<file path="src/design/ledio_map.svh">
// register offsets are absent; command codes, field positions, byte length and reset value only
`ifndef LEDIO_MAP_SVH
`define LEDIO_MAP_SVH

`define LEDIO_SUB_WRITE  8'h11
`define LEDIO_SUB_XFER   8'h22
`define LEDIO_SUB_LOAD   8'h44
`define LEDIO_BYTE_BITS  4'h8
`define LEDIO_GRP_MSB    7
`define LEDIO_GRP_LSB    4
`define LEDIO_ADR_MSB    3
`define LEDIO_ADR_LSB    1
`define LEDIO_RW_BIT     0
`define LEDIO_REG_RESET  8'h00

`endif

</file>
<file path="src/design/ledio_pkg.sv">
// types shared by the serial command target
package ledio_pkg;
    typedef enum logic [3:0] {
        LEDIO_IDLE,
        LEDIO_ADDR,
        LEDIO_A_ACK,
        LEDIO_SUB,
        LEDIO_S_ACK,
        LEDIO_DATA,
        LEDIO_D_ACK,
        LEDIO_TX,
        LEDIO_IGNORE
    } ledio_state_t;
endpackage

</file>
<file path="src/design/ledio_target.sv">
// two-wire serial target loading an eight-channel output register
// Functional notes
// (RQ1) write 11H loads shift register only
// (RQ2) write 11H acknowledges address, subaddress, data
// (RQ3) 11H write then read returns shift register
// (RQ4) 22H copies shift to output in ack
// (RQ5) 44H loads data then copies to output
// (RQ6) 44H with read bit does nothing
// (RQ7) undefined subaddress: only address acknowledged
// (RQ8) start: data falls while clock high
// (RQ9) stop: data rises while clock high
// (RQ10) data changes only while clock low
// (RQ11) idle bus: controller leaves lines high
// (RQ12) controller clocks; target only pulls low
// (RQ13) match group and strap, then expect subaddress
// (RQ14) transaction ends at stop or data byte
// (RQ15) output register bits drive the outputs
// (RQ16) reset clears shift and output registers
// (RQ17) bytes msb first, one ack clock each
`timescale 1ns/10ps
`default_nettype none
`include "ledio_map.svh"

module ledio_target
    import ledio_pkg::*;
#(
    // arbitrary group identifier value
    parameter logic [3:0] GROUP_ID = 4'ha
) (
    input  wire logic       clk_in,
    input  wire logic       sys_rst_in,
    input  wire logic       scl_in,
    input  wire logic       sda_in,
    output logic            sda_out,
    output logic            sda_oe_out,
    input  wire logic [2:0] addr_strap_in,
    output logic      [7:0] drive_out
);

    logic [2:0]   scl_sync_ff;
    logic [2:0]   sda_sync_ff;
    logic [2:0]   strap_s1_ff;
    logic [2:0]   strap_s2_ff;
    ledio_state_t state_ff;
    logic [3:0]   cnt_ff;
    logic [7:0]   rx_ff;
    logic [7:0]   tx_ff;
    logic [7:0]   sub_ff;
    logic [7:0]   shift_ff;
    logic [7:0]   out_ff;
    logic         rw_ff;
    logic         armed_ff;
    logic         oe_ff;
    logic         scl_rise;
    logic         scl_fall;
    logic         start_det;
    logic         stop_det;
    logic         byte_end;
    logic         sub_ok;

    function automatic logic sub_valid(input logic [7:0] s,
                                       input logic       rd);
        sub_valid = (s == `LEDIO_SUB_WRITE) || (s == `LEDIO_SUB_LOAD)
                    || ((s == `LEDIO_SUB_XFER) && !rd);
    endfunction

    function automatic logic addr_match(input logic [7:0] a,
                                        input logic [2:0] p);
        addr_match = (a[`LEDIO_GRP_MSB:`LEDIO_GRP_LSB] == GROUP_ID)
                     && (a[`LEDIO_ADR_MSB:`LEDIO_ADR_LSB] == p);
    endfunction

    // pins pass two stages; stage three only feeds edge detection
    always_ff @(posedge clk_in or posedge sys_rst_in) begin
        if (sys_rst_in) begin
            scl_sync_ff <= 3'h7;
            sda_sync_ff <= 3'h7;
            strap_s1_ff <= 3'h0;
            strap_s2_ff <= 3'h0;
        end else begin
            scl_sync_ff <= {scl_sync_ff[1:0], scl_in};
            sda_sync_ff <= {sda_sync_ff[1:0], sda_in};
            strap_s1_ff <= addr_strap_in;
            strap_s2_ff <= strap_s1_ff;
        end
    end

    assign scl_rise  = scl_sync_ff[1] && !scl_sync_ff[2];
    assign scl_fall  = !scl_sync_ff[1] && scl_sync_ff[2];
    // (RQ8) start while high
    assign start_det = scl_sync_ff[1] && scl_sync_ff[2]
                       && !sda_sync_ff[1] && sda_sync_ff[2];
    // (RQ9) stop while high
    assign stop_det  = scl_sync_ff[1] && scl_sync_ff[2]
                       && sda_sync_ff[1] && !sda_sync_ff[2];
    assign byte_end  = scl_fall && (cnt_ff == `LEDIO_BYTE_BITS);
    assign sub_ok    = sub_valid(rx_ff, rw_ff);

    // protocol sequencer; start and stop override any bit phase
    always_ff @(posedge clk_in or posedge sys_rst_in) begin
        if (sys_rst_in) begin
            state_ff <= LEDIO_IDLE;
        end else if (start_det) begin
            state_ff <= LEDIO_ADDR;
        end else if (stop_det) begin
            state_ff <= LEDIO_IDLE;
        end else if (scl_fall) begin
            case (state_ff)
                LEDIO_ADDR: begin
                    // (RQ13) group and strap match
                    if (byte_end) begin
                        state_ff <= addr_match(rx_ff, strap_s2_ff)
                                    ? LEDIO_A_ACK : LEDIO_IGNORE;
                    end
                end
                LEDIO_A_ACK: begin
                    // (RQ3) armed read goes straight to data
                    state_ff <= (rw_ff && armed_ff) ? LEDIO_TX : LEDIO_SUB;
                end
                LEDIO_SUB: begin
                    // (RQ7) undefined subaddress is not acknowledged
                    if (byte_end) begin
                        state_ff <= sub_ok ? LEDIO_S_ACK : LEDIO_IGNORE;
                    end
                end
                LEDIO_S_ACK: begin
                    if (sub_ff == `LEDIO_SUB_WRITE && rw_ff) begin
                        state_ff <= LEDIO_TX;
                    end else if (sub_ff == `LEDIO_SUB_XFER || rw_ff) begin
                        // (RQ6) read-direction load ignores its data
                        state_ff <= LEDIO_IGNORE;
                    end else begin
                        state_ff <= LEDIO_DATA;
                    end
                end
                LEDIO_DATA: begin
                    if (byte_end) begin
                        state_ff <= LEDIO_D_ACK;
                    end
                end
                // (RQ14) finished after the data byte
                LEDIO_D_ACK: state_ff <= LEDIO_IGNORE;
                LEDIO_TX: begin
                    if (cnt_ff == 4'h7) begin
                        state_ff <= LEDIO_IGNORE;
                    end
                end
                default: state_ff <= state_ff;
            endcase
        end
    end

    // (RQ17) msb first, counter steps once per data bit clock and clears for the ack clock
    always_ff @(posedge clk_in or posedge sys_rst_in) begin
        if (sys_rst_in) begin
            cnt_ff <= 4'h0;
            rx_ff  <= 8'h00;
        end else if (start_det) begin
            cnt_ff <= 4'h0;
        end else if (scl_rise && (state_ff == LEDIO_ADDR
                                  || state_ff == LEDIO_SUB
                                  || state_ff == LEDIO_DATA)) begin
            cnt_ff <= cnt_ff + 4'h1;
            rx_ff  <= {rx_ff[6:0], sda_sync_ff[1]};
        end else if (scl_fall && state_ff == LEDIO_TX) begin
            cnt_ff <= cnt_ff + 4'h1;
        end else if (scl_fall && (cnt_ff == `LEDIO_BYTE_BITS
                                  || state_ff == LEDIO_A_ACK
                                  || state_ff == LEDIO_S_ACK)) begin
            cnt_ff <= 4'h0;
        end
    end

    // transfer attributes; the read arm survives only a repeated start
    always_ff @(posedge clk_in or posedge sys_rst_in) begin
        if (sys_rst_in) begin
            rw_ff    <= 1'b0;
            sub_ff   <= 8'h00;
            armed_ff <= 1'b0;
        end else if (stop_det) begin
            armed_ff <= 1'b0;
        end else if (byte_end && state_ff == LEDIO_ADDR) begin
            rw_ff <= rx_ff[`LEDIO_RW_BIT];
        end else if (byte_end && state_ff == LEDIO_SUB) begin
            sub_ff   <= rx_ff;
            armed_ff <= (rx_ff == `LEDIO_SUB_WRITE) && !rw_ff;
        end
    end

    // (RQ16) registers clear to all outputs off
    always_ff @(posedge clk_in or posedge sys_rst_in) begin
        if (sys_rst_in) begin
            shift_ff <= `LEDIO_REG_RESET;
            out_ff   <= `LEDIO_REG_RESET;
        end else if (byte_end && state_ff == LEDIO_DATA) begin
            // (RQ1) load shift register
            shift_ff <= rx_ff;
            // (RQ5) copy during data ack
            if (sub_ff == `LEDIO_SUB_LOAD) begin
                out_ff <= rx_ff;
            end
        end else if (byte_end && state_ff == LEDIO_SUB
                     && rx_ff == `LEDIO_SUB_XFER && !rw_ff) begin
            // (RQ4) copy during subaddress ack
            out_ff <= shift_ff;
        end
    end

    // (RQ10) line moves after a clock fall, or is released at start and stop
    always_ff @(posedge clk_in or posedge sys_rst_in) begin
        if (sys_rst_in) begin
            oe_ff <= 1'b0;
            tx_ff <= 8'h00;
        end else if (start_det || stop_det) begin
            oe_ff <= 1'b0;
        end else if (scl_fall) begin
            case (state_ff)
                // (RQ2) ack each accepted byte
                LEDIO_ADDR: oe_ff <= byte_end
                                     && addr_match(rx_ff, strap_s2_ff);
                LEDIO_DATA: oe_ff <= byte_end;
                LEDIO_SUB: oe_ff <= byte_end && sub_ok;
                LEDIO_A_ACK,
                LEDIO_S_ACK: begin
                    tx_ff <= shift_ff;
                    oe_ff <= ((rw_ff && armed_ff && state_ff == LEDIO_A_ACK)
                              || (rw_ff && state_ff == LEDIO_S_ACK
                                  && sub_ff == `LEDIO_SUB_WRITE))
                             && !shift_ff[7];
                end
                LEDIO_TX: begin
                    tx_ff <= {tx_ff[6:0], 1'b0};
                    oe_ff <= (cnt_ff != 4'h7) && !tx_ff[6];
                end
                default: oe_ff <= 1'b0;
            endcase
        end
    end

    // (RQ12) open drain: data output held low, only enable moves
    always_ff @(posedge clk_in or posedge sys_rst_in) begin
        if (sys_rst_in) begin
            sda_out <= 1'b0;
        end else begin
            sda_out <= 1'b0;
        end
    end

    // (RQ15) output register drives the channels directly
    assign sda_oe_out = oe_ff;
    assign drive_out  = out_ff;

    a_start_to_addr: assert property ( // (RQ8)
        @(posedge clk_in) disable iff (sys_rst_in)
        start_det |=> state_ff == LEDIO_ADDR)
        else $error("start not followed by address phase");
    a_stop_to_idle: assert property ( // (RQ9)
        @(posedge clk_in) disable iff (sys_rst_in)
        stop_det && !start_det |=> state_ff == LEDIO_IDLE && !sda_oe_out)
        else $error("stop did not return to idle");
    a_sda_clock_low: assert property ( // (RQ10)
        @(posedge clk_in) disable iff (sys_rst_in)
        $changed(sda_oe_out) && !$past(start_det) && !$past(stop_det)
        |-> !scl_sync_ff[2])
        else $error("data line moved while clock high");
    a_addr_ack_match: assert property ( // (RQ13)
        @(posedge clk_in) disable iff (sys_rst_in)
        $rose(state_ff == LEDIO_A_ACK)
        |-> sda_oe_out && addr_match(rx_ff, strap_s2_ff))
        else $error("address ack without match");
    a_undef_no_ack: assert property ( // (RQ7)
        @(posedge clk_in) disable iff (sys_rst_in)
        state_ff == LEDIO_IGNORE && $past(state_ff) == LEDIO_SUB
        |-> !sda_oe_out)
        else $error("undefined subaddress acknowledged");
    a_xfer_copy: assert property ( // (RQ4)
        @(posedge clk_in) disable iff (sys_rst_in)
        $rose(state_ff == LEDIO_S_ACK) && sub_ff == `LEDIO_SUB_XFER
        |-> out_ff == shift_ff && sda_oe_out)
        else $error("transfer command did not copy");
    a_data_ack_load: assert property ( // (RQ2)
        @(posedge clk_in) disable iff (sys_rst_in)
        $rose(state_ff == LEDIO_D_ACK) |-> sda_oe_out && !rw_ff
        && shift_ff == $past(rx_ff))
        else $error("data byte not loaded and acknowledged");
    a_write_keeps_out: assert property ( // (RQ1)
        @(posedge clk_in) disable iff (sys_rst_in)
        $rose(state_ff == LEDIO_D_ACK) && sub_ff == `LEDIO_SUB_WRITE
        |-> $stable(out_ff))
        else $error("plain write changed outputs");
    a_load_copies: assert property ( // (RQ5)
        @(posedge clk_in) disable iff (sys_rst_in)
        $rose(state_ff == LEDIO_D_ACK) && sub_ff == `LEDIO_SUB_LOAD
        |-> out_ff == shift_ff)
        else $error("load command did not reach outputs");

endmodule

`default_nettype wire

</file>
<file path="config.mk">
export PLATFORM = sky130hd
export DESIGN_NAME = ledio_target
export DESIGN_NICKNAME = d
export VERILOG_FILES = /design/src/design/ledio_pkg.sv /design/src/design/ledio_target.sv
export VERILOG_INCLUDE_DIRS = /design/src /design/src/design
export SDC_FILE = /design/constraint.sdc
export NUM_CORES = 1
export LEC_CHECK = 0
export ABC_CLOCK_PERIOD_IN_PS = 2800
export BUFFER_PORTS_ARGS = -buffer_cell sky130_fd_sc_hd__buf_2
export CAP_MARGIN = 10
export CORE_MARGIN = 2
export CORE_UTILIZATION = 40
export CTS_CLUSTER_DIAMETER = 100
export DETAILED_ROUTE_END_ITERATION = 8
export SYNTH_ARGS = -nofsm -noshare
export SYNTH_HDL_FRONTEND = slang
export SYNTH_SLANG_ARGS = --single-unit
</file>
<file path="constraint.sdc">
create_clock -name clk_in -period 2.8 [get_ports clk_in]
set_input_delay 0.14 -clock clk_in [delete_from_list [all_inputs] [get_ports clk_in]]
set_output_delay 0.14 -clock clk_in [all_outputs]
set_load 0.02 [all_outputs]
</file>
* After elaboration in Yosys (flattened, before gate mapping)
Index checks and enable logic that the tools add are counted.
Word-level totals: flip-flop bits (word level) 62, input port bits 7, output and inout bits 10, word-level logic and storage cells 129
Operators by class: add/subtract/negate cells 1, eq/ne operators 24, muxes and demuxes 27, bitwise gates (word level) 4, reductions and logical operators 59
Operators by type and width (count):
- 4-bit two-way mux | 15
- 1-bit logical AND | 28
- 4-bit case mux with 7 select lines | 1
- 8-bit two-way mux | 3
- 4-bit by 3-bit == test with 1-bit output, second input constant | 5
- 8-bit by 5-bit == test with 1-bit output, second input constant | 2
- 8-bit by 6-bit == test with 1-bit output, second input constant | 2
- 8-bit by 7-bit == test with 1-bit output, second input constant | 2
- 4-bit != test, second input constant | 4
- 7-bit case mux with 2 select lines | 1
- 1-bit logical OR | 9
- 9-bit nonzero test | 1
- 4-bit by 2-bit == test with 1-bit output, second input constant | 2
- 4-bit == test, second input constant | 2
- 2-bit AND reduction | 4
- 2-bit nonzero test | 4
- 1-bit logical NOT | 7
- 3-bit AND reduction | 2
- 6-bit AND reduction | 1
- 1-bit two-way mux | 5
- 1-bit case mux with 5 select lines | 1
- 4-bit by 1-bit adder with 4-bit output, second input constant | 1
- 4-bit by 1-bit == test with 1-bit output, second input constant | 1
- 4-bit by 3-bit != test with 1-bit output, second input constant | 1
- 8 further kinds | 11

* Depth between registers and ports, before layout
depth after elaboration 9, mapped depth 9, depth with buffers taken out 7

* Worst setup path before layout
Ideal clock, no wire load.
kind flip-flop to flip-flop, start point register cnt_ff[0], end point register out_ff[0] (netlist: drive_out[0]), setup time 0.125 ns, arrival 1.763 ns, required time 2.675 ns, path slack 0.912 ns, cell stages (with the launch flop) 10, buffers on the path 2, period minus slack after synthesis 1.888 ns, cells stage by stage dfrtp_1 -> inv_1 -> ha_1 -> nand3b_1 -> nor2_4 -> and3_4 -> buf_6 -> a2bb2o_4 -> buf_6 -> mux2_4
Between the ends: word-level cells in the longest chain between the ends 7, elaborated cells between the ends (all ways) 10, classes of those cells eq/ne (2); mux (1); reduce/logical (7)
RTL lines:
- start: declaration | line ledio_target.sv:45 | logic [3:0] cnt_ff;
- start signal: assignment | line ledio_target.sv:163 | cnt_ff <= cnt_ff + 4'h1;
- start signal: assignment | line ledio_target.sv:166 | cnt_ff <= cnt_ff + 4'h1;
- 4-bit == test (no source line) (*)
- 1-bit logical AND (*) | line ledio_target.sv:96 | assign byte_end = scl_fall && (cnt_ff == `LEDIO_BYTE_BITS);
- 1-bit logical AND | line ledio_target.sv:202 | end else if (byte_end && state_ff == LEDIO_SUB
- 1-bit logical AND (no source line)
- 1-bit logical AND | line ledio_target.sv:202
- 2-bit nonzero test (no source line)
- 2-bit AND reduction (no source line)
- end signal: assignment | line ledio_target.sv:194 | out_ff <= `LEDIO_REG_RESET;
- end signal: assignment | line ledio_target.sv:200 | out_ff <= rx_ff;
- end signal: assignment | line ledio_target.sv:205 | out_ff <= shift_ff;
- end: declaration | line ledio_target.sv:50 | logic [7:0] out_ff;
Mark *: on every way between the ends. The rest lies on a longest branch, timed or not. A chain may end at the register's enable or synchronous reset.

* Worst setup path after layout
start point register state_ff[1], end point register cnt_ff[2]
Between the ends: word-level cells in the longest chain between the ends 6, elaborated cells between the ends (all ways) 17, classes of those cells eq/ne (6); mux (3); reduce/logical (8)
RTL lines:
- start: declaration | line ledio_target.sv:44 | ledio_state_t state_ff;
- start signal: assignment | line ledio_target.sv:112 | state_ff <= addr_match(rx_ff, strap_s2_ff)
- start signal: assignment | line ledio_target.sv:118 | state_ff <= (rw_ff && armed_ff) ? LEDIO_TX : LEDIO_SUB;
- start signal: assignment | line ledio_target.sv:123 | state_ff <= sub_ok ? LEDIO_S_ACK : LEDIO_IGNORE;
- 4-bit by 1-bit == test with 1-bit output or 4-bit by 2-bit == test with 1-bit output (tied branches) | line ledio_target.sv:160, ledio_target.sv:161
- 1-bit logical OR | line ledio_target.sv:161 | || state_ff == LEDIO_SUB
- 1-bit logical OR | line ledio_target.sv:162 | || state_ff == LEDIO_DATA)) begin
- 1-bit logical AND | line ledio_target.sv:160 | end else if (scl_rise && (state_ff == LEDIO_ADDR
- 4-bit two-way mux | line ledio_target.sv:160
- 4-bit two-way mux | line ledio_target.sv:158 | end else if (start_det) begin
Several ways; a longest one is shown, not always the timed one.

==> run metrics <==
status finished clean; max_slew headroom 0.466; DR WL/cell about 16 µm; Post-synth EDFFs 0; I/O pin count 17; Area Growth Syn to Fin 12.7%; Post-DP HPWL approximately 4100 µm; setup TNS 0 ns; Max Fanout on Critical Path 13; WP buf/inv 0; H-tree levels 3; n_diodes 0; DR vias a little under 2k; worst min path class reg -> reg; PwrDens just under 700 nW/µm²; Routed WL around 5900 µm; initial drt markers between 100 and 150; initial core utilization 0.413; clock sinks 62; DR vias/cell 5.33; PostCTS Resize Cnt 0; CP endpoint kind register; core area about 7300 µm²; peak supply drop between 300 and 400 µV; max-slew violations 0; clock skew 0.0142 ns; final core utilization 0.466; DIE AREA ~8200 µm²; Total Power ~0.0023 W; library cells used by synthesis 61; Final period util 0.778; Pleak 1.51 nW; CTS tree done; crit path DAT between 2 and 2.5 ns; row count 31; cell area after synthesis ~3000 µm²; Worst-path clk slew about 0.07 ns; Tightest Pin Transition roughly 0.8 ns; Critical Path Max Stage Delay 0.75 ns; #FFs+latches synth between 60 and 70; Num CTS Buffers 9; Async S/R FF share, synth 1.00; Synth warnings 0; Avg Cell Area, Syn roughly 12 µm²; largest net degree at the start of global routing 27; Crit path max-delay family compound AO/OA/AOI/OAI gates; Die Y between 90 and 100 µm; Max Fclk 0.459 GHz; vias in the first global route 2038; Clock Latency Late Sink 0.35 ns; most frequent cells in the layout 56 x dfrtp_1, 26 x mux2_2, 19 x nand2_1, 15 x buf_2; ys flop type dfrtp_1; Die Width about 91 µm; Seq/Total Area, Yosys 0.520; initial antenna violation count 0; GR Util All Layers 0.161; Finish-stage setup viols 0; placer's final routability congestion estimate between 0.8 and 0.9; RSZ-0062 raised after global routing no; commonest non-fill, non-tap cell in the layout dfrtp_1; CP max-delay cell o311ai_2; gr ovfl total 0; fin area approximately 3400 µm²; share of cells above drive strength 1 0.322; minimum clock period ~2.2 ns; Routed Antenna Nets 0; Fin. Hold Viols 0; Gate Count Post-Synth between 200 and 250; Max Cap Violations 0; Synth Net Count 250; first drt pass iteration count 4; first-pass GRT wire length ~10000 µm; Setup CP Type reg -> reg; NumNets Final about 270; Critical Path RT 3.06 ns; critical path, cell by cell nor2b_1 -> o311ai_2 -> and4b_1 -> a21oi_1 -> mux2i_1; placed cell areas roughly 3100 µm²; crit start category register; Clock Tree Buf Depth 2; Root Driver clkbuf_8; Remaining DRCs 0; PortBufs 15
[kinds of logic after synthesis]
family,Yosys count,synth area share
AND/OR/NAND/NOR,66,0.144
flip-flops,62,0.520
multiplexers,42,0.165
AO/OA/AOI/OAI,41,0.106
buffers and inverters,22,0.0405
XOR/XNOR,5,0.0146
adder cells (fa/ha/maj),2,0.00835
other,1,0.00125
[synth_stat cells, drive strengths merged (2+ instances only)]
| library cell | count | share of area |
|---|---|---|
| a211o | 2 | 0.0058 |
| a21oi | 3 | 0.0050 |
| a22o | 2 | 0.0058 |
| a22oi | 3 | 0.0075 |
| and3 | 2 | 0.0058 |
| buf | 10 | 0.025 |
| clkbuf | 2 | 0.0025 |
| dfrtp | 56 | 0.47 |
| dfstp | 6 | 0.053 |
| ha | 2 | 0.0084 |
| inv | 10 | 0.013 |
| mux2 | 34 | 0.14 |
| mux2i | 8 | 0.027 |
| nand2 | 19 | 0.024 |
| nand2b | 2 | 0.0067 |
| nand3 | 7 | 0.018 |
| nand3b | 2 | 0.0050 |
| nand4 | 2 | 0.0042 |
| nand4b | 3 | 0.016 |
| nand4bb | 2 | 0.0075 |
| nor2 | 10 | 0.015 |
| nor2b | 4 | 0.0084 |
| nor3 | 2 | 0.0033 |
| nor4 | 6 | 0.015 |
| nor4bb | 2 | 0.0067 |
| o21ai | 11 | 0.018 |
| o31ai | 3 | 0.0075 |
| o32ai | 2 | 0.0058 |
| xor2 | 4 | 0.012 |
[worst paths after layout]
check	start	cells past startpoint	to	slack, ns
min reg2reg	strap_s1_ff[2]	0	strap_s2_ff[2]	0.35
max reg2reg	state_ff[1]	5	cnt_ff[2]	0.62
min in group asynchronous	sys_rst_in	3	drive_out[0]	0.38
max	state_ff[1]	5	cnt_ff[2]	0.62
min	strap_s1_ff[2]	0	strap_s2_ff[2]	0.35
max in group asynchronous	sys_rst_in	4	scl_sync_ff[1]	1.67
[power breakdown]
part,switching [W],internal (W)
Clock,0.000358,0.000343
Combinational,0.000223,0.000209
Sequential,0.000170,0.000997
Total,0.000752,0.00155
[worst reg2reg max path: cells and delay by family, from the launching register on]
kind | cells | cell delay (ns)
compound gates | 2 | 0.81
mux | 1 | 0.13
simple gates | 2 | 0.61
flops | 1 | 0.55
[state kept, by name, indices dropped and copies added (netlist names)]
signal,flops
scl_sync_ff,3
rx_ff,8
state_ff,4
strap_s1_ff,3
sub_ff,8
cnt_ff,4
armed_ff,1
sda_sync_ff,3
drive_out,8
tx_ff,7
sda_oe_out,1
rw_ff,1
strap_s2_ff,3
shift_ff,8
[routing by layer]
layer / track usage / routed length, µm / up-vias
met5: 0 / 0 / -
met4: 0.0692 / 102 / 0
met3: 0.0376 / 180 / 11
met2: 0.243 / 2790 / 34
met1: 0.223 / 2830 / 990
li1: - / - / 931
[final cells by class]
type                            count  area, µm²
Fill cell                         674       3880
Tap cell                           99        124
Sequential cell                    62       1560
Multi-Input combinational cell    157       1320
Clock buffer                       11        141
Timing Repair Buffer               25        165
Inverter                           10       37.5
Clock inverter                      5       35.0
[stage by stage]
stage / cells / hold slack (ns) / worst slack, ns
detailed placement: 347 / 0.225 / 0.660
CTS: 369 / 0.355 / 0.638
floorplan: 241 / 0.144 / 0.912
finish: 369 / 0.352 / 0.622
global placement: 347 / 0.216 / 0.688
global route: 369 / 0.365 / 0.451
[what timing repair did]
| action | 4_1_cts | 5_1_grt |
|---|---|---|
| buffers inserted | 0 | 0 |
| hold buffers | 6 | 0 |
| setup endpoints to repair | 0 | 0 |
| hold endpoints to repair | 27 | 0 |
Power figures use the tool's default switching activity.
